--- src/core/col_drv_pkg.sv ---
// Shared constants for the six-channel column driver load sequencer
package col_drv_pkg;
    // ************************************************************
    // Word and channel shape
    // ************************************************************
    localparam int         WORD_W     = 10;
    localparam int         NUM_CH     = 6;
    localparam int         CH_W       = 3;
    localparam logic [2:0] CH_COUNT   = 3'h6;
    localparam logic [2:0] SEQ_ADDR   = 3'h7;
    localparam logic [2:0] LAST_STEP  = 3'h5;
    localparam int         FIFO_DEPTH = 32;

    // ************************************************************
    // Buffer entry layout: kind, channel, data word
    // ************************************************************
    localparam int         KIND_W     = 2;
    localparam int         CH_LSB     = WORD_W;
    localparam int         KIND_LSB   = WORD_W + CH_W;
    localparam int         ENTRY_W    = KIND_W + CH_W + WORD_W;
    localparam logic [1:0] KIND_FIRST = 2'h0;
    localparam logic [1:0] KIND_BOTH  = 2'h1;
    localparam logic [1:0] KIND_XFR   = 2'h2;

    // ************************************************************
    // Register map
    // ************************************************************
    localparam int         APB_AW     = 8;
    localparam logic [7:0] CTRL_OFS   = 8'h00;
    localparam logic [7:0] STATUS_OFS = 8'h04;
    localparam logic [7:0] CH_OFS     = 8'h08;
    localparam logic [7:0] CH_END     = 8'h20;
    localparam int         HOLD_BIT   = 0;
    localparam int         ST_ARMED   = 0;
    localparam int         ST_COUNT   = 1;
    localparam int         ST_OVF     = 4;
    localparam int         ST_EMPTY   = 5;
    localparam int         ST_FULL    = 6;
    localparam int         ST_STANDBY_INPUT    = 7;
    localparam int         ST_LEVEL   = 8;
endpackage

--- src/core/column_driver_load_sequencer.sv ---
// Pixel word capture, channel sequencing and two-stage latches of a six-channel column driver
//
// Decided for this implementation: the APB slave port and the address map.
`timescale 1ns/1ps
// How it works
// - One 10-bit word per loading edge, shared bus
// - Two-stage latches so outputs change together
// - Sequence starts first rising edge after start
// - Transfer copies first stage on falling edge
// - Direction low ascends, high descends channels
// - Single device: words 0..5 into channels 0..5
// - Edge select high rising, low falling capture
// - Paired devices interleave even and odd words
// - Start and transfer high: direct load, falling
// - Address on rising edge, data next falling
// - Standby high clears all latched data
module column_driver_load_sequencer #(
    parameter int FIFO_DEPTH = col_drv_pkg::FIFO_DEPTH
) (
    input  wire logic                               pclk,
    input  wire logic                               presetn,
    input  wire logic                               psel,
    input  wire logic                               penable,
    input  wire logic                               pwrite,
    input  wire logic [col_drv_pkg::APB_AW-1:0]     paddr,
    input  wire logic [31:0]                        pwdata,
    output logic      [31:0]                        prdata,
    output logic                                    pready,
    output logic                                    pslverr,
    input  wire logic                               pixel_clock,
    input  wire logic [col_drv_pkg::WORD_W-1:0]     pixel_data,
    input  wire logic                               sequence_start,
    input  wire logic                               transfer_strobe,
    input  wire logic                               standby_input,
    input  wire logic                               edge_select,
    input  wire logic                               load_direction,
    input  wire logic [col_drv_pkg::CH_W-1:0]       channel_address,
    output logic      [col_drv_pkg::WORD_W-1:0]     column_output_0,
    output logic      [col_drv_pkg::WORD_W-1:0]     column_output_1,
    output logic      [col_drv_pkg::WORD_W-1:0]     column_output_2,
    output logic      [col_drv_pkg::WORD_W-1:0]     column_output_3,
    output logic      [col_drv_pkg::WORD_W-1:0]     column_output_4,
    output logic      [col_drv_pkg::WORD_W-1:0]     column_output_5
);
    localparam int SYNC_W = 9 + col_drv_pkg::WORD_W + col_drv_pkg::CH_W;
    localparam int LVL_W  = $clog2(FIFO_DEPTH + 1);

    typedef logic [col_drv_pkg::NUM_CH-1:0][col_drv_pkg::WORD_W-1:0] bank_t;

    typedef struct packed {
        logic                             clk_prev;
        logic                             seq_prev;
        logic                             xfr_prev;
        logic                             armed;
        logic                             started;
        logic [col_drv_pkg::CH_W-1:0]     count;
        logic [col_drv_pkg::CH_W-1:0]     addr_q;
        logic                             addr_mode_q;
        logic                             direct_q;
        logic                             xfr_pend;
        logic                             fall_q;
        bank_t                            first;
        bank_t                            out;
        logic                             hold;
        logic                             ovf;
        logic [31:0]                      rdata;
        logic                             err;
    } state_s;

    // ************************************************************
    // Helpers
    // ************************************************************
    function automatic logic [2:0] chan_of(input logic [2:0] step, input logic dir);
        chan_of = dir ? 3'(col_drv_pkg::LAST_STEP - step) : step;
    endfunction

    function automatic logic reg_hit(input logic [7:0] a);
        reg_hit = (a[1:0] == 2'h0) &&
                  ((a == col_drv_pkg::CTRL_OFS) || (a == col_drv_pkg::STATUS_OFS) ||
                   ((a >= col_drv_pkg::CH_OFS) && (a < col_drv_pkg::CH_END)));
    endfunction

    // ************************************************************
    // Pin synchronisation
    // ************************************************************
    logic [SYNC_W-1:0]                  sync_q;
    logic                               clk_s;
    logic                               seq_s;
    logic                               xfr_s;
    logic                               standby_input_s;
    logic                               edge_s;
    logic                               dir_s;
    logic                               spare_s;
    logic                               spare2_s;
    logic                               spare3_s;
    logic [col_drv_pkg::WORD_W-1:0]     data_s;
    logic [col_drv_pkg::CH_W-1:0]       addr_s;

    // Data and clock share delay, so data is aligned with the seen edge
    pin_sync #(
        .WIDTH (SYNC_W)
    ) u_sync (
        .pclk    (pclk),
        .presetn (presetn),
        .d       ({pixel_clock, sequence_start, transfer_strobe, standby_input, edge_select,
                   load_direction, 3'h0, pixel_data, channel_address}),
        .q       (sync_q)
    );

    assign {clk_s, seq_s, xfr_s, standby_input_s, edge_s, dir_s, spare_s, spare2_s, spare3_s, data_s, addr_s} = sync_q;

    // ************************************************************
    // Word buffer
    // ************************************************************
    logic                               push_valid;
    logic [col_drv_pkg::ENTRY_W-1:0]    push_data;
    logic                               fifo_in_ready;
    logic                               fifo_out_valid;
    logic                               pop;
    logic [col_drv_pkg::ENTRY_W-1:0]    fifo_out;
    logic [LVL_W-1:0]                   fifo_level;

    word_fifo #(
        .WIDTH (col_drv_pkg::ENTRY_W),
        .DEPTH (FIFO_DEPTH)
    ) u_fifo (
        .pclk      (pclk),
        .presetn   (presetn),
        .flush     (standby_input_s),
        .in_valid  (push_valid),
        .in_ready  (fifo_in_ready),
        .in_data   (push_data),
        .out_valid (fifo_out_valid),
        .out_ready (pop),
        .out_data  (fifo_out),
        .level     (fifo_level)
    );

    // ************************************************************
    // Capture, drain and register logic
    // ************************************************************
    state_s                             st;
    state_s                             next_st;
    logic                               rise;
    logic                               fall;
    logic                               seq_new;
    logic                               seq_push;
    logic                               apply_xfr;
    logic                               apply_both;
    logic [1:0]                         pop_kind;
    logic [2:0]                         pop_ch;
    logic [7:0]                         ch_ofs;

    assign rise     = clk_s & ~st.clk_prev;
    assign fall     = ~clk_s & st.clk_prev;
    assign seq_new  = seq_s & ~st.seq_prev & (addr_s == col_drv_pkg::SEQ_ADDR);
    assign pop_kind = fifo_out[col_drv_pkg::KIND_LSB +: col_drv_pkg::KIND_W];
    assign pop_ch   = fifo_out[col_drv_pkg::CH_LSB +: col_drv_pkg::CH_W];
    assign ch_ofs   = paddr - col_drv_pkg::CH_OFS;

    always_comb begin
        next_st          = st;
        push_valid       = 1'b0;
        push_data        = '0;
        seq_push         = 1'b0;
        apply_xfr        = 1'b0;
        apply_both       = 1'b0;
        pop              = fifo_out_valid & ~st.hold;
        next_st.clk_prev = clk_s;
        next_st.seq_prev = seq_s;
        next_st.xfr_prev = xfr_s;
        next_st.fall_q   = fall;
        if (xfr_s && !st.xfr_prev) begin
            next_st.xfr_pend = 1'b1;
        end
        // arm on start, begin at next rising edge
        if (seq_new) begin
            next_st.armed   = 1'b1;
            next_st.started = 1'b0;
            next_st.count   = '0;
        end else if (st.armed) begin
            // edge select picks the capturing edge
            // both edges carry words in paired use
            if (rise) begin
                next_st.started = 1'b1;
                seq_push        = edge_s;
            end else if (fall && st.started && !edge_s) begin
                seq_push = 1'b1;
            end
        end
        // one word from the shared bus per edge
        if (seq_push) begin
            push_valid    = 1'b1;
            // direction sets order: channel is step when low, five minus step when high
            push_data     = {col_drv_pkg::KIND_FIRST, chan_of(st.count, dir_s), data_s};
            next_st.count = 3'(st.count + 3'h1);
            if (st.count == col_drv_pkg::LAST_STEP) begin
                next_st.armed = 1'b0;
            end
        end else if (fall && st.addr_mode_q && !st.armed) begin
            // address from rising edge, data on falling
            // static start and transfer load both stages
            push_valid = 1'b1;
            push_data  = {st.direct_q ? col_drv_pkg::KIND_BOTH : col_drv_pkg::KIND_FIRST, st.addr_q, data_s};
        end else if (st.fall_q && st.xfr_pend) begin
            // transfer acts at the falling edge after it
            push_valid = 1'b1;
            push_data  = {col_drv_pkg::KIND_XFR, {(col_drv_pkg::CH_W + col_drv_pkg::WORD_W){1'b0}}};
            if (fifo_in_ready) begin
                next_st.xfr_pend = xfr_s & ~st.xfr_prev;
            end
        end
        if (rise) begin
            next_st.addr_q      = addr_s;
            next_st.addr_mode_q = seq_s & (addr_s != col_drv_pkg::SEQ_ADDR);
            next_st.direct_q    = seq_s & xfr_s & (addr_s != col_drv_pkg::SEQ_ADDR);
        end
        // Drain: words land in the first stage, outputs move on transfer or direct load
        if (pop) begin
            // transfer changes the whole bank, direct load one channel
            unique case (pop_kind)
                col_drv_pkg::KIND_XFR: begin
                    next_st.out = st.first;
                    apply_xfr   = 1'b1;
                end
                col_drv_pkg::KIND_BOTH: begin
                    if (pop_ch < col_drv_pkg::CH_COUNT) begin
                        next_st.first[pop_ch] = fifo_out[col_drv_pkg::WORD_W-1:0];
                        next_st.out[pop_ch]   = fifo_out[col_drv_pkg::WORD_W-1:0];
                        apply_both            = 1'b1;
                    end
                end
                default: begin
                    if (pop_ch < col_drv_pkg::CH_COUNT) begin
                        next_st.first[pop_ch] = fifo_out[col_drv_pkg::WORD_W-1:0];
                    end
                end
            endcase
        end
        // APB: read data and error latched in setup, write at access
        if (psel && !penable) begin
            next_st.err   = ~reg_hit(paddr);
            next_st.rdata = '0;
            if (paddr == col_drv_pkg::CTRL_OFS) begin
                next_st.rdata[col_drv_pkg::HOLD_BIT] = st.hold;
            end else if (paddr == col_drv_pkg::STATUS_OFS) begin
                next_st.rdata[col_drv_pkg::ST_ARMED]                  = st.armed;
                next_st.rdata[col_drv_pkg::ST_COUNT +: col_drv_pkg::CH_W] = st.count;
                next_st.rdata[col_drv_pkg::ST_OVF]                    = st.ovf;
                next_st.rdata[col_drv_pkg::ST_EMPTY]                  = ~fifo_out_valid;
                next_st.rdata[col_drv_pkg::ST_FULL]                   = ~fifo_in_ready;
                next_st.rdata[col_drv_pkg::ST_STANDBY_INPUT]                   = standby_input_s;
                next_st.rdata[col_drv_pkg::ST_LEVEL +: LVL_W]         = fifo_level;
            end else if (reg_hit(paddr)) begin
                next_st.rdata[col_drv_pkg::WORD_W-1:0] = st.out[ch_ofs[4:2]];
            end
        end
        if (psel && penable && pwrite && !st.err) begin
            if (paddr == col_drv_pkg::CTRL_OFS) begin
                next_st.hold = pwdata[col_drv_pkg::HOLD_BIT];
            end else if (paddr == col_drv_pkg::STATUS_OFS && pwdata[col_drv_pkg::ST_OVF]) begin
                next_st.ovf = 1'b0;
            end
        end
        // Lost word wins over a clear in the same cycle
        if (push_valid && !fifo_in_ready) begin
            next_st.ovf = 1'b1;
        end
        // standby discards all latched data and sequence state
        if (standby_input_s) begin
            next_st.armed       = 1'b0;
            next_st.started     = 1'b0;
            next_st.count       = '0;
            next_st.addr_mode_q = 1'b0;
            next_st.direct_q    = 1'b0;
            next_st.xfr_pend    = 1'b0;
            next_st.first       = '0;
            next_st.out         = '0;
            push_valid          = 1'b0;
            pop                 = 1'b0;
            apply_xfr           = 1'b0;
            apply_both          = 1'b0;
        end
    end

    always_ff @(posedge pclk or negedge presetn) begin
        if (!presetn) begin
            st <= '0;
        end else begin
            st <= next_st;
        end
    end

    assign pready          = psel & penable;
    assign pslverr         = psel & penable & st.err;
    assign prdata          = st.rdata;
    assign column_output_0 = st.out[0];
    assign column_output_1 = st.out[1];
    assign column_output_2 = st.out[2];
    assign column_output_3 = st.out[3];
    assign column_output_4 = st.out[4];
    assign column_output_5 = st.out[5];
endmodule

--- src/core/pin_sync.sv ---
// Two-flop synchroniser for a group of pin inputs
`timescale 1ns/1ps
module pin_sync #(
    parameter int WIDTH = 1
) (
    input  wire logic             pclk,
    input  wire logic             presetn,
    input  wire logic [WIDTH-1:0] d,
    output logic      [WIDTH-1:0] q
);
    typedef struct packed {
        logic [WIDTH-1:0] s1;
        logic [WIDTH-1:0] s2;
    } state_s;

    state_s st;
    state_s next_st;

    // First stage feeds only the second
    always_comb begin
        next_st    = st;
        next_st.s1 = d;
        next_st.s2 = st.s1;
    end

    always_ff @(posedge pclk or negedge presetn) begin
        if (!presetn) begin
            st <= '0;
        end else begin
            st <= next_st;
        end
    end

    assign q = st.s2;
endmodule

--- src/core/word_fifo.sv ---
// Synchronous FIFO with valid/ready on both sides and a flush
`timescale 1ns/1ps
module word_fifo #(
    parameter int WIDTH = 15,
    parameter int DEPTH = 32
) (
    input  wire logic                       pclk,
    input  wire logic                       presetn,
    input  wire logic                       flush,
    input  wire logic                       in_valid,
    output logic                            in_ready,
    input  wire logic [WIDTH-1:0]           in_data,
    output logic                            out_valid,
    input  wire logic                       out_ready,
    output logic      [WIDTH-1:0]           out_data,
    output logic      [$clog2(DEPTH+1)-1:0] level
);
    // DEPTH must be a power of two; pointers carry one wrap bit
    localparam int AW = $clog2(DEPTH);

    typedef struct packed {
        logic [DEPTH-1:0][WIDTH-1:0] mem;
        logic [AW:0]                 wr;
        logic [AW:0]                 rd;
    } state_s;

    state_s      st;
    state_s      next_st;
    logic [AW:0] used;

    assign used      = st.wr - st.rd;
    assign in_ready  = (used != (AW+1)'(DEPTH));
    assign out_valid = (st.wr != st.rd);
    assign out_data  = st.mem[st.rd[AW-1:0]];
    assign level     = ($clog2(DEPTH+1))'(used);

    always_comb begin
        next_st = st;
        if (flush) begin
            next_st.wr = '0;
            next_st.rd = '0;
        end else begin
            if (in_valid && in_ready) begin
                next_st.mem[st.wr[AW-1:0]] = in_data;
                next_st.wr                 = st.wr + 1'b1;
            end
            if (out_valid && out_ready) begin
                next_st.rd = st.rd + 1'b1;
            end
        end
    end

    always_ff @(posedge pclk or negedge presetn) begin
        if (!presetn) begin
            st <= '0;
        end else begin
            st <= next_st;
        end
    end
endmodule

--- config.mk ---
export PLATFORM = sky130hd
export DESIGN_NAME = column_driver_load_sequencer
export DESIGN_NICKNAME = d
export VERILOG_FILES = /design/src/core/col_drv_pkg.sv /design/src/core/column_driver_load_sequencer.sv /design/src/core/pin_sync.sv /design/src/core/word_fifo.sv
export SDC_FILE = /design/constraint.sdc
export NUM_CORES = 1
export LEC_CHECK = 0
export BUFFER_PORTS_ARGS = -buffer_cell sky130_fd_sc_hd__buf_2
export CORE_ASPECT_RATIO = 1.1
export CORE_MARGIN = 2
export CORE_UTILIZATION = 55
export DETAILED_ROUTE_END_ITERATION = 8
export GPL_TIMING_DRIVEN = 0
export PLACE_DENSITY = 0.73
export SLEW_MARGIN = 5
export SYNTH_ARGS = -nofsm -noshare
export SYNTH_HDL_FRONTEND = slang
export SYNTH_SLANG_ARGS = --single-unit
--- constraint.sdc ---
create_clock -name pclk -period 8.5 [get_ports pclk]
set_input_delay 0.85 -clock pclk [delete_from_list [all_inputs] [get_ports pclk]]
set_output_delay 0.85 -clock pclk [all_outputs]
set_load 0.05 [all_outputs]
# Word level (Yosys, flattened, before mapping)

Cells that the tools add are included.

Output and inout bits: 94
Input bits: 64
Flip-flop bits (word level): 682

Equal/unequal tests: 11
Reductions and logical operators: 45
$add $sub $neg: 6
Bitwise operators: 20
Mux-type cells: 59
Order comparisons: 9

Operators with widths:

| kind                                                | number |
|---|---|
| bitwise mux 480 bit                                 | 1 |
| two-way mux 120 bit                                 | 3 |
| one-hot mux 60 bit (2 select lines)                 | 2 |
| bitwise mux 60 bit                                  | 2 |
| binary-select mux 15 bit (select 5 bit)             | 1 |
| demux 15 bit (select 5 bit)                         | 1 |
| two-way mux 15 bit                                  | 5 |
| two-way mux 60 bit                                  | 1 |
| two-way mux 10 bit                                  | 4 |
| binary-select mux 10 bit (select 3 bit)             | 1 |
| demux 10 bit (select 3 bit)                         | 1 |
| two-way mux 1 bit                                   | 26 |
| logical AND 1 bit                                   | 18 |
| nonzero test 2 bit                                  | 7 |
| two-way mux 13 bit                                  | 1 |
| adder 6 x 1 -> 6 bit (second input constant)        | 2 |
| < comparator 5 x 6 -> 1 bit (second input constant) | 2 |
| two-way mux 12 bit                                  | 1 |
| two-way mux 3 bit                                   | 4 |
| two-way mux 6 bit                                   | 2 |
| nonzero test 3 bit                                  | 4 |
| bitwise AND 1 bit                                   | 11 |
| NOT 1 bit                                           | 9 |
| AND reduction 3 bit                                 | 3 |
| 27 further kinds                                    | 38 |

# Longest topological paths before layout

Gate-level depths: netlist (run 1).

Word-level depth: 13
Depth in mapped cells: 19
Gate-level depth less buffers: 12

# Modules after synthesis

From an unflattened synthesis (run 1), not the netlist that was laid out.

Cells, all modules: 2266
Area, all modules: 31980.7 um^2

By module, submodules not included:

| module                       | sequential area each (um^2) | times used | cells an instance | area each (um^2) |
|---|---|---|---|---|
| word_fifo                    | 12311.8                     | 1          | 1424              | 22924.5 |
| column_driver_load_sequencer | 3803.6                      | 1          | 798               | 7955.1 |
| pin_sync                     | 1101.1                      | 1          | 44                | 1101.1 |

# Worst setup path after synthesis (run 1)

No wires, ideal clock.

Path type: reg-to-reg
Start point: register u_fifo.st[0] in the netlist's numbering
End point: register st (netlist bit column_output_1[0])
Cell stages (with the launch flop): 18
Slack: 4.617 ns
Data required time: 8.434 ns
Setup time: 0.066 ns
Data arrival time: 3.817 ns
Period minus slack after synthesis: 3.883 ns
Cells stage by stage: dfrtp_1 buf_6 buf_12 buf_12 buf_12 buf_6 buf_6 mux4_2 mux4_2 nand2_1 and2_1 inv_2 ha_1 nor2_1 a21oi_1 o21a_1 clkbuf_1 a22o_1

Longest elaborated chain between the ends: 11

Ends and longest elaborated chain:

| what                                                                                                                   | RTL line                            | RTL |
|---|---|---|
| start, declared                                                                                                        | word_fifo.sv:27                     | `state_s st;` |
| start signal, assigned                                                                                                 | word_fifo.sv:57                     | `st <= next_st;` |
| binary-select mux 15 bit (select 5 bit)                                                                                | word_fifo.sv:34                     | `assign out_data = st.mem[st.rd[AW-1:0]];` |
| two-way mux 15 bit (not written as such)                                                                               | word_fifo.sv:34                     |  |
| < comparator 3 x 4 -> 1 bit (not written as such) / greater-or-equal comparator 3 x 1 -> 1 bit (equally long branches) | column_driver_load_sequencer.sv:229 | `next_st.out[pop_ch] = fifo_out[col_drv_pkg::WORD_W-1:0];` |
| logical AND 1 bit (not written as such)                                                                                | column_driver_load_sequencer.sv:229 |  |
| two-way mux 10 bit (not written as such)                                                                               | column_driver_load_sequencer.sv:229 |  |
| demux 10 bit (select 3 bit)                                                                                            | column_driver_load_sequencer.sv:229 |  |
| bitwise mux 60 bit                                                                                                     | column_driver_load_sequencer.sv:229 |  |
| two-way mux 120 bit                                                                                                    | column_driver_load_sequencer.sv:227 | `if (pop_ch < col_drv_pkg::CH_COUNT) begin` |
| one-hot mux 60 bit (2 select lines)                                                                                    | column_driver_load_sequencer.sv:221 | `unique case (pop_kind)` |
| two-way mux 120 bit                                                                                                    | column_driver_load_sequencer.sv:219 | `if (pop) begin` |
| two-way mux 120 bit                                                                                                    | column_driver_load_sequencer.sv:270 | `if (standby_input_s) begin` |
| end signal, assigned                                                                                                   | column_driver_load_sequencer.sv:290 | `st <= next_st;` |
| end, declared                                                                                                          | column_driver_load_sequencer.sv:142 | `state_s st;` |

Parallel ways exist; a longest one is shown, timed or not. The select of a mux whose other input is x is not followed.
A chain may end at the register's enable or synchronous reset.

# Final worst setup path (run 1)

Start point: register u_fifo.st[1] in the netlist's numbering
End point: register st (netlist bit column_output_1[1])

The elaborated chain is that of the path after synthesis.

==> flow_summary.yaml, run 1 <==
clock_tree:
  cts.path.max_buffers: 3
  clock_root_buffer_master: "sky130_fd_sc_hd__clkbuf_16"
  cts-hold-fix-buffers: 0
  cts_resized: 0
  postCtsSetupRepairBufs: 0
  clk_transition_reported_paths_ns: 0.06
  h-tree-depth: 3
  cts_inserted_buffers: 71
  clock_latency_on_the_worst_skew_pair_ns: 0.63
  cts.sinks: 682
  clock_tree_from_tritoncts: "yes"
yosys:
  synth_seq_cells: 682
  synth_cell_types: 68
  syn-mean-instance-area_um2: 13.9
  seq_area_frac_synth: 0.530
  yosys_warnings: 0
  synthesis.instances: 2318
  synth_edf_count: 0
  asyncSetResetFlopFracSynth: 1.00
  synthFlopType: "sky130_fd_sc_hd__dfrtp_1"
  syn_area_um2: 32200
cells_and_area:
  drive_gt1_frac: 0.402
  antenna_cells: 0
  syn_to_final_growth_pct: 12.5
  final_common_cell: "sky130_fd_sc_hd__dfrtp_1"
  mostFrequentLayoutCells: "sky130_fd_sc_hd__dfrtp_1 (682), sky130_fd_sc_hd__mux2_2 (474), sky130_fd_sc_hd__buf_2 (165)"
  nets: 2602
  layout.filler_cells: 4341
sta:
  unrepaired_setup_endpoints_after_global_routing: "no"
  worst_slew_margin_rel: 0.204
  final.setup.worst_slack_ns: 3.47
  final.min_clock_period_ns: 5.03
  timing.final.max_slew_violations: 0
  timing.clock.skew_ns: 0.0316
  layout_worst_path_cycle_share: 0.592
  finalHoldWorstSlack_ns: 0.100
  timing.fmax_mhz: 199
  hold_viol_final: 0
  fin_tns_setup_ns: 0
  setup_violations: 0
  tightest_slew_ns: 1.19
setup_path:
  critical_path.max_stage_delay_ns: 0.73
  r2r_slack_ns: 3.47
  crit_path_start_kind: "flip-flop"
  critical_path.most_common_cell: "sky130_fd_sc_hd__clkbuf_1"
  path_class: "flip-flop to flip-flop"
  crit_path_top_delay_cell: "sky130_fd_sc_hd__clkbuf_1"
  required_ns: 9.05
  crit_fanout: 10
  worstPathArrival_ns: 5.58
  critical_path.cell_chain: "buf_4, clkbuf_1, clkbuf_1, mux4_2, mux4_2, nand2_1, and2_1, inv_2, ha_1, nor2_1, a21oi_1, o21a_1, clkbuf_1, a22o_1"
  worst_setup_path_end_kind: "flip-flop"
placed_design:
  place_ws_ns: 3.55
  place.detailed.hpwl_um: 62700
  gp_congestion: 0.920
  buffer_ports.inserted: 109
detailed_routing:
  dr_total_vias: 20523
  detailed_router_s_first_iteration_violation_count: 1757
  drt-wirelength-per-cell_um: 26.6
  wl_um: 88500
  detailedRoute.firstPassIterationCount: 7
  drtAntennaViolNets: 0
  avgViaCountPerCell: 6.17
  detail_route.drc_violations: 0
die:
  io_pins: 158
  start_util: 0.559
  rows: 92
  die-area_um2: 60500
  fp.dieH_um: 258
  die_w_um: 235
  design.core.area_um2: 57600
global_routing:
  number_of_antenna_violations_at_the_first_check_in_global_routing: 2
  first_global_vias: 21449
  groute.usage.overall: 0.297
  gr-total-overflow: 0
  wire_length_of_the_first_global_routing_pass_um: 135000
  grt_max_degree: 125
flow_run:
  maxcap_violations: 0
power_and_ir_drop:
  cell_internal_pwr_uw: 5380
  vdd_drop_max_uv: 158
  pwr_density_cell_nw_per_um2: 202
  power.leakage_uw: 0.0174
  comb_power_share: 0.123
  power_uw: 7310
  pwr-share-clk: 0.425
  pwr-share-seq: 0.452
  proportion_of_total_power_due_to_net_switching: 0.265
  p_sw_uw: 1930
status:
  status: "finished, final reports clean"
worst_hold_path:
  worst_hold_path_type: "input pin to async pin"
[cell families (layout without fill, tap and decap cells)]
family | Yosys count | after routing | share of synthesized area
DFF | 682 | 682 | 0.530
AOI/OAI and AO/OA | 278 | 278 | 0.0670
and+or+nand+nor | 340 | 340 | 0.0508
buffers and inverters | 306 | 546 | 0.0578
adders and majority gates | 15 | 15 | 0.00607
xor gates and xnor gates | 11 | 11 | 0.00299
muxes | 685 | 685 | 0.285
other | 1 | 18 | 0.000117
[cells in the mapped netlist, types with 8 or more instances]
library cell / number / share of area
sky130_fd_sc_hd__clkbuf_1: 85 / 0.0099
sky130_fd_sc_hd__mux2i_1: 65 / 0.020
sky130_fd_sc_hd__buf_6: 17 / 0.0059
sky130_fd_sc_hd__o21ai_0: 23 / 0.0036
sky130_fd_sc_hd__buf_2: 57 / 0.0089
sky130_fd_sc_hd__a22oi_1: 12 / 0.0028
sky130_fd_sc_hd__and3_1: 16 / 0.0031
sky130_fd_sc_hd__dfrtp_1: 682 / 0.53
sky130_fd_sc_hd__o2bb2ai_1: 60 / 0.016
sky130_fd_sc_hd__and2_1: 15 / 0.0029
sky130_fd_sc_hd__mux4_1: 20 / 0.016
sky130_fd_sc_hd__a211oi_1: 15 / 0.0035
sky130_fd_sc_hd__nand2b_1: 10 / 0.0019
sky130_fd_sc_hd__inv_1: 15 / 0.0017
sky130_fd_sc_hd__mux4_2: 107 / 0.075
sky130_fd_sc_hd__nand3_1: 27 / 0.0042
sky130_fd_sc_hd__buf_4: 112 / 0.026
sky130_fd_sc_hd__ha_1: 14 / 0.0054
sky130_fd_sc_hd__mux2_2: 474 / 0.17
sky130_fd_sc_hd__mux2_1: 17 / 0.0059
sky130_fd_sc_hd__nand2_1: 116 / 0.014
sky130_fd_sc_hd__a22o_1: 69 / 0.019
sky130_fd_sc_hd__buf_1: 9 / 0.0010
sky130_fd_sc_hd__a221o_1: 8 / 0.0025
sky130_fd_sc_hd__nor2_1: 90 / 0.010
sky130_fd_sc_hd__nor2b_1: 9 / 0.0017
sky130_fd_sc_hd__or3_1: 13 / 0.0025
sky130_fd_sc_hd__o22ai_1: 8 / 0.0016
sky130_fd_sc_hd__a21oi_1: 44 / 0.0068
[power groups by stage]
stage | logic (uW) | clock network, uW | registers (uW)
global placement | 875 | 0 | 3370
finish | 900 | 3110 | 3310
floorplan | 599 | 0 | 3350
detailed placement | 900 | 0 | 3370
global route | 962 | 3280 | 3310
CTS | 903 | 3140 | 3310
[final cells by class]
type | instances | area (um2) | area share
Sequential cell | 682 | 17100 | 0.471
Multi-Input combinational cell | 1347 | 13300 | 0.368
Clock buffer | 101 | 2080 | 0.0575
Buffer | 288 | 1790 | 0.0495
Tap cell | 752 | 941 | 0.0260
Timing Repair Buffer | 115 | 721 | 0.0199
Clock inverter | 24 | 231 | 0.00639
Inverter | 18 | 67.6 | 0.00187
[path summary, 6_finish.rpt]
| kind | cells after the start | from | end |
|---|---|---|---|
| setup / recovery | 14 | u_fifo.st[1]$_DFFE_PN0P_ | column_output_1[1]$_DFFE_PN0P_ |
| hold / removal | 1 | presetn | st[169]$_DFF_PN0_ |
| setup reg to reg | 14 | u_fifo.st[1]$_DFFE_PN0P_ | column_output_1[1]$_DFFE_PN0P_ |
| hold reg to reg | 0 | u_sync.next_st[12]$_DFF_PN0_ | u_sync.q[12]$_DFF_PN0_ |
| max in group asynchronous | 4 | presetn | u_fifo.st[483]$_DFFE_PN0P_ |
| min in group pclk | 1 | channel_address[0] | u_sync.next_st[0]$_DFF_PN0_ |
[critical path, delay by kind of cell (launching register included)]
family,cells,cell delay (ns)
mux,2,0.94
compound gates,3,0.84
simple gates,3,0.41
fa+ha+maj,1,0.27
buf+inv,5,1.97
flops,1,0.52
[state kept, by name, indices dropped and copies added, names as in the netlist]
name,count
st,78
column_output_0,10
column_output_1,10
u_fifo.st,492
u_sync.next_st,19
column_output_4,10
column_output_3,10
prdata,14
u_sync.q,19
column_output_5,10
column_output_2,10
[stage by stage]
stage / instance area, um2 / utilization / instances
finish: 36200 / 0.629 / 3327
global route: 36200 / 0.629 / 3327
CTS: 36200 / 0.629 / 3327
detailed placement: 33900 / 0.589 / 3202
global placement: 33700 / 0.586 / 3196
floorplan: 32200 / - / 2335
[metal layers]
metal / global-route usage / wire, um
met1: 0.384 / 35300
met2: 0.477 / 42500
met3: 0.0589 / 5950
met4: 0.160 / 4770
met5: 0 / 12
No activity file was read; power rests on OpenSTA's default activity.
==> inputs of run 2 (changes only) <==
- clock period: 8.5 -> 5 ns (I/O delays scaled with it)
==> run 2 against run 1 <==
Net effect: maximum frequency rose by 6.6%; via count rose by 0.47%; wire length is 0.19% higher; sequential power is 70% higher; sequential share of layout area down 0.28 points; highest routed layer unchanged.
==> flow_summary.yaml, run 2 (same netlist as run 1, synthesis figures left out) <==
setup_path:
  required_ns: 5.50
  r2r_slack_ns: 0.28
  path_class: "flip-flop to flip-flop"
  crit_fanout: 10
  critical_path.max_stage_delay_ns: 0.89
  critical_path.most_common_cell: "sky130_fd_sc_hd__buf_2"
  worstPathArrival_ns: 5.22
  reg2reg_to: "u_fifo.st[172]$_DFFE_PN0P_"
  worst_setup_path_end_kind: "flip-flop"
  worstReg2RegStart: "u_fifo.st[4]$_DFFE_PN0P_"
  crit_path_start_kind: "flip-flop"
  critical_path.cell_chain: "inv_1, buf_1, buf_4, ha_1, o21ai_1, nand3_1, a31oi_1, buf_2, and3_1, clkbuf_1, buf_2, mux2_2"
  critical_path.startpoint: "u_fifo.st[4]$_DFFE_PN0P_"
  crit_path_top_delay_cell: "sky130_fd_sc_hd__buf_1"
  reg2reg_depth: 12
clock_tree:
  clk_transition_reported_paths_ns: 0.07
  h-tree-depth: 3
  cts_inserted_buffers: 71
  clock_latency_on_the_worst_skew_pair_ns: 0.63
  clock_root_buffer_master: "sky130_fd_sc_hd__clkbuf_16"
  cts.sinks: 682
  postCtsSetupRepairBufs: 0
  cts.path.max_buffers: 3
  clock_tree_from_tritoncts: "yes"
power_and_ir_drop:
  power.leakage_uw: 0.0175
  vdd_drop_max_uv: 269
  pwr_density_cell_nw_per_um2: 342
detailed_routing:
  dr_total_vias: 20619
  detail_route.drc_violations: 0
  wl_um: 88700
  avgViaCountPerCell: 6.16
  drtAntennaViolNets: 0
  detailed_router_s_first_iteration_violation_count: 1656
  drt-wirelength-per-cell_um: 26.5
  detailedRoute.firstPassIterationCount: 6
sta:
  timing.final.max_slew_violations: 0
  layout_worst_path_cycle_share: 0.944
  unrepaired_setup_endpoints_after_global_routing: "no"
  worst_slew_margin_rel: 0.218
  timing.clock.skew_ns: 0.0299
  finalHoldWorstSlack_ns: 0.135
  final.min_clock_period_ns: 4.72
  tightest_slew_ns: 1.17
  hold_viol_final: 0
  setup_violations: 0
  timing.fmax_mhz: 212
die:
  start_util: 0.559
  io_pins: 158
  die_w_um: 235
  rows: 92
  die-area_um2: 60500
  fp.dieH_um: 258
  design.core.area_um2: 57600
cells_and_area:
  reg_top3: "u_fifo.st (492), st (78)"
  syn_to_final_growth_pct: 13.2
  layout.cells.non_filler: 3347
  mostFrequentLayoutCells: "sky130_fd_sc_hd__dfrtp_1 (681), sky130_fd_sc_hd__mux2_2 (474), sky130_fd_sc_hd__buf_2 (165)"
  drive_gt1_frac: 0.402
  final_common_cell: "sky130_fd_sc_hd__dfrtp_1"
  post_route_design_area_um2: 36400
  flip_flop_count_of_the_largest_register_after_layout: 492
  antenna_cells: 0
  nets: 2622
  final_core_utilization: 0.633
  top_register: "u_fifo.st"
placed_design:
  placed_cells: 3202
  buffer_ports.inserted: 109
  placement_cell_area_um2: 33900
  gp_congestion: 0.920
  place.detailed.hpwl_um: 62700
worst_hold_path:
  worst_hold_path_type: "input pin to flip-flop"
  worstHoldPathCells: 2
  hp-start: "pwdata[0]"
  min_to: "st[34]$_DFFE_PN0P_"
flow_run:
  maxcap_violations: 0
global_routing:
  wire_length_of_the_first_global_routing_pass_um: 135000
  gr-total-overflow: 0
  grt_max_degree: 125
  first_global_vias: 21560
  groute.usage.overall: 0.297
  number_of_antenna_violations_at_the_first_check_in_global_routing: 2
status:
  status: "finished, final reports clean"
## run 2: changes by cell type in the layout (fill, tap and decap cells not counted), sizes merged
cell and change:
dlygate4sd3 +20
## run 2: worst max-delay path by stage
stage | end | slack, ns | cells past startpoint
final | u_fifo.st[172]$_DFFE_PN0P_ | 0.28 | 12
after global routing | column_output_1[3]$_DFFE_PN0P_ | 0.06 | 17
after CTS | column_output_1[2]$_DFFE_PN0P_ | 0.01 | 17
after detailed placement | column_output_1[2]$_DFFE_PN0P_ | 0.05 | 17
after global placement | u_fifo.st[474]$_DFFE_PN0P_ | -9.98 | 1
after floorplan | column_output_1[0]$_DFFE_PN0P_ | 1.12 | 17
## run 2: worst max-delay path: cells and delay by family (launching register included)
kind | cells | cell delay, ns
AOI/OAI and AO/OA | 2 | 0.47
adders and majority gates | 1 | 0.31
buffers and inverters | 6 | 2.67
DFF | 1 | 0.39
muxes | 1 | 0.39
and+or+nand+nor | 2 | 0.35
## run 2: stage by stage
stage          setup slack, ns  power [uW]   TNS, ns
6_report                 0.280       12400         0
3_5_place_dp            0.0511        7250         0
3_3_place_gp             -9.98        7210  -6732.89
2_1_floorplan             1.12        6720         0
4_1_cts                 0.0104       12500         0
5_1_grt                 0.0560       12900         0
## run 2: final cells by class
class | count | area (um2)
Tap cell | 752 | 941
Clock buffer | 101 | 2080
Sequential cell | 682 | 17100
Fill cell | 4316 | 21100
Buffer | 288 | 1800
Multi-Input combinational cell | 1347 | 13300
Clock inverter | 24 | 231
Timing Repair Buffer | 135 | 921
Inverter | 18 | 67.6
## run 2: where the power goes
part | internal (uW) | switching [uW] | leakage [uW]
clock network | 3020 | 2260 | 0.00115
registers | 5570 | 52.2 | 0.00941
logic | 566 | 976 | 0.00695
## run 2: layer usage
layer,GRT usage,up-vias,part of all wire
met5,0,-,0.00014
met4,0.160,2,0.055
met3,0.0585,246,0.066
met2,0.478,830,0.48
met1,0.384,10709,0.40
li1,-,8832,-
## run 2: repair_timing
action / CTS / global route
setup endpoints to repair: 0 / 93
endpoints found under the hold margin: 56 / 0
hold buffers: 20 / 0
resized for setup: 0 / 13
==> inputs of run 3 (changes only) <==
- CAP_MARGIN: default -> 20
- REMOVE_ABC_BUFFERS: default -> 1
==> run 3 against run 2 <==
Net effect: the flow now finishes with violations (negative setup slack); critical path depth fell by 2; wire length is 11% lower; critical endpoint is now u_fifo.st[183]$_DFFE_PN0P_; worst hold slack got worse by 0.13 ns; global-route usage is 3.8 points lower; die area unchanged; sequential cell count unchanged; first-iteration DRC count shrank 5.4%; sequential share of layout area grew 1.2 points; core utilization shrank 1.6 points; cell count down 7.4%.
==> flow_summary.yaml, run 3 (same netlist as run 1, synthesis figures left out) <==
sta:
  timing.final.max_slew_violations: 0
  timing.fmax_mhz: 196
  layout_worst_path_cycle_share: 1.02
  worst_slew_margin_rel: 0.219
  tightest_slew_ns: 1.17
  setup_violations: 35
  hold_viol_final: 0
  timing.clock.skew_ns: 0.0255
  final.setup.worst_slack_ns: -0.107
  unrepaired_setup_endpoints_after_global_routing: "yes"
  final.min_clock_period_ns: 5.11
clock_tree:
  clock_latency_on_the_worst_skew_pair_ns: 0.62
  cts.path.max_buffers: 3
  h-tree-depth: 3
  cts_inserted_buffers: 69
  cts.sinks: 682
  clock_root_buffer_master: "sky130_fd_sc_hd__clkbuf_16"
  clock_tree_from_tritoncts: "yes"
  clk_transition_reported_paths_ns: 0.06
setup_path:
  crit_path_top_delay_cell: "sky130_fd_sc_hd__nand3_1"
  required_ns: 5.48
  critical_path.cell_chain: "buf_16, inv_1, ha_1, o21ai_1, a21boi_1, o21ai_1, nand3_1, a311oi_2, nand3_1, mux2_2"
  reg2reg_to: "u_fifo.st[183]$_DFFE_PN0P_"
  worst_setup_path_end_kind: "flip-flop"
  critical_path.max_stage_delay_ns: 1.03
  crit_fanout: 55
  reg2reg_depth: 10
  worstReg2RegStart: "u_fifo.st[2]$_DFFE_PN0P_"
  crit_path_start_kind: "flip-flop"
  path_class: "flip-flop to flip-flop"
  worstPathArrival_ns: 5.59
  r2r_slack_ns: -0.11
global_routing:
  grt_max_degree: 123
  groute.usage.overall: 0.260
  gr-total-overflow: 0
  wire_length_of_the_first_global_routing_pass_um: 122000
  number_of_antenna_violations_at_the_first_check_in_global_routing: 1
  first_global_vias: 20606
placed_design:
  place.detailed.hpwl_um: 49900
  gp_congestion: 0.833
  placed_cells: 2930
  placement_cell_area_um2: 32500
  buffer_ports.inserted: 109
power_and_ir_drop:
  vdd_drop_max_uv: 235
  power.leakage_uw: 0.0168
  power_uw: 12200
  p_sw_uw: 3060
  cell_internal_pwr_uw: 9110
  pwr_density_cell_nw_per_um2: 342
  pwr-share-seq: 0.465
  comb_power_share: 0.110
  pwr-share-clk: 0.425
  proportion_of_total_power_due_to_net_switching: 0.251
detailed_routing:
  detail_route.drc_violations: 0
  drt-wirelength-per-cell_um: 25.4
  detailedRoute.firstPassIterationCount: 5
  dr_total_vias: 19459
  wl_um: 78700
  drtAntennaViolNets: 0
  detailed_router_s_first_iteration_violation_count: 1567
  avgViaCountPerCell: 6.28
die:
  die_w_um: 235
  io_pins: 158
  rows: 92
  fp.dieH_um: 258
  die-area_um2: 60500
  design.core.area_um2: 57600
  start_util: 0.559
cells_and_area:
  syn_to_final_growth_pct: 10.4
  post_route_design_area_um2: 35500
  flip_flop_count_of_the_largest_register_after_layout: 492
  reg_top3: "u_fifo.st (492), st (78)"
  antenna_cells: 0
  top_register: "u_fifo.st"
  final_common_cell: "sky130_fd_sc_hd__dfrtp_1"
  nets: 2379
  layout.cells.non_filler: 3098
  mostFrequentLayoutCells: "sky130_fd_sc_hd__dfrtp_1 (678), sky130_fd_sc_hd__mux2_2 (474), sky130_fd_sc_hd__nand2_1 (116)"
  drive_gt1_frac: 0.393
worst_hold_path:
  worst_hold_path_type: "input pin to flip-flop"
  min_to: "u_sync.next_st[19]$_DFF_PN0_"
  worstHoldPathCells: 1
  hp-start: "transfer_strobe"
status:
  failed_checks: "negative setup slack"
  status: "finished with violations"
flow_run:
  maxcap_violations: 0
run 3: routing by layer:
metal | up-vias | GRT usage | part of all wire
li1 | 8326 | - | -
met5 | - | 0 | 0
met1 | 10342 | 0.339 | 0.41
met2 | 642 | 0.433 | 0.50
met4 | 0 | 0.120 | 0.040
met3 | 149 | 0.0386 | 0.053
run 3: power groups by stage:
| stage | combinational, uW | clock (uW) | sequential [uW] |
|---|---|---|---|
| 4_1_cts | 1300 | 5230 | 5660 |
| 2_1_floorplan | 635 | 0 | 5950 |
| 3_5_place_dp | 1270 | 0 | 5760 |
| 5_1_grt | 1440 | 5460 | 5660 |
| 6_report | 1340 | 5170 | 5660 |
| 3_3_place_gp | 902 | 0 | 6020 |
run 3: how the worst max path moves through the flow:
stage                                        start                        endpoint
final                     u_fifo.st[2]$_DFFE_PN0P_      u_fifo.st[183]$_DFFE_PN0P_
after detailed placement  u_fifo.st[0]$_DFFE_PN0P_  column_output_1[4]$_DFFE_PN0P_
after global placement                     presetn       u_fifo.st[36]$_DFFE_PN0P_
after global routing      u_fifo.st[2]$_DFFE_PN0P_      u_fifo.st[184]$_DFFE_PN0P_
after floorplan           u_fifo.st[0]$_DFFE_PN0P_      u_fifo.st[372]$_DFFE_PN0P_
after CTS                 u_fifo.st[1]$_DFFE_PN0P_      u_fifo.st[305]$_DFFE_PN0P_
run 3: through the flow:
step	utilization	setup WS (ns)	hold slack (ns)	setup TNS (ns)
final	0.617	-0.107	0.0104	-1.76
after global routing	0.617	-0.242	0.00311	-11.31
after CTS	0.608	-0.118	0.00445	-4.08
after detailed placement	0.564	-0.782	0.335	-45.29
after global placement	0.555	-9.88	0.331	-
after floorplan	-	-2.92	0.204	-1665.90
run 3: timing repair:
action / in CTS / in global routing
buffers inserted: 4 / 12
pin swaps: 2 / 4
gates resized for setup: 23 / 28
setup endpoints to repair: 225 / 526
hold buffers: 19 / 0
hold endpoints to repair: 115 / 0
cloned: 0 / 1
run 3: cell type report:
cell class	instances	area [um2]
clock buffers	103	2070
repair buffers	182	1730
well taps	752	941
multi-input cells	1347	13500
clock inverters	14	174
fillers	4160	22000
inverters	18	78.8
flip-flops and latches	682	17100
run 3: worst max-delay path: cells and delay by family (launching register included):
kind	cells	cell delay (ns)
mux	1	0.62
simple gates	2	1.21
buf+inv	2	0.85
compound gates	4	1.21
fa+ha+maj	1	0.40
flops	1	0.60
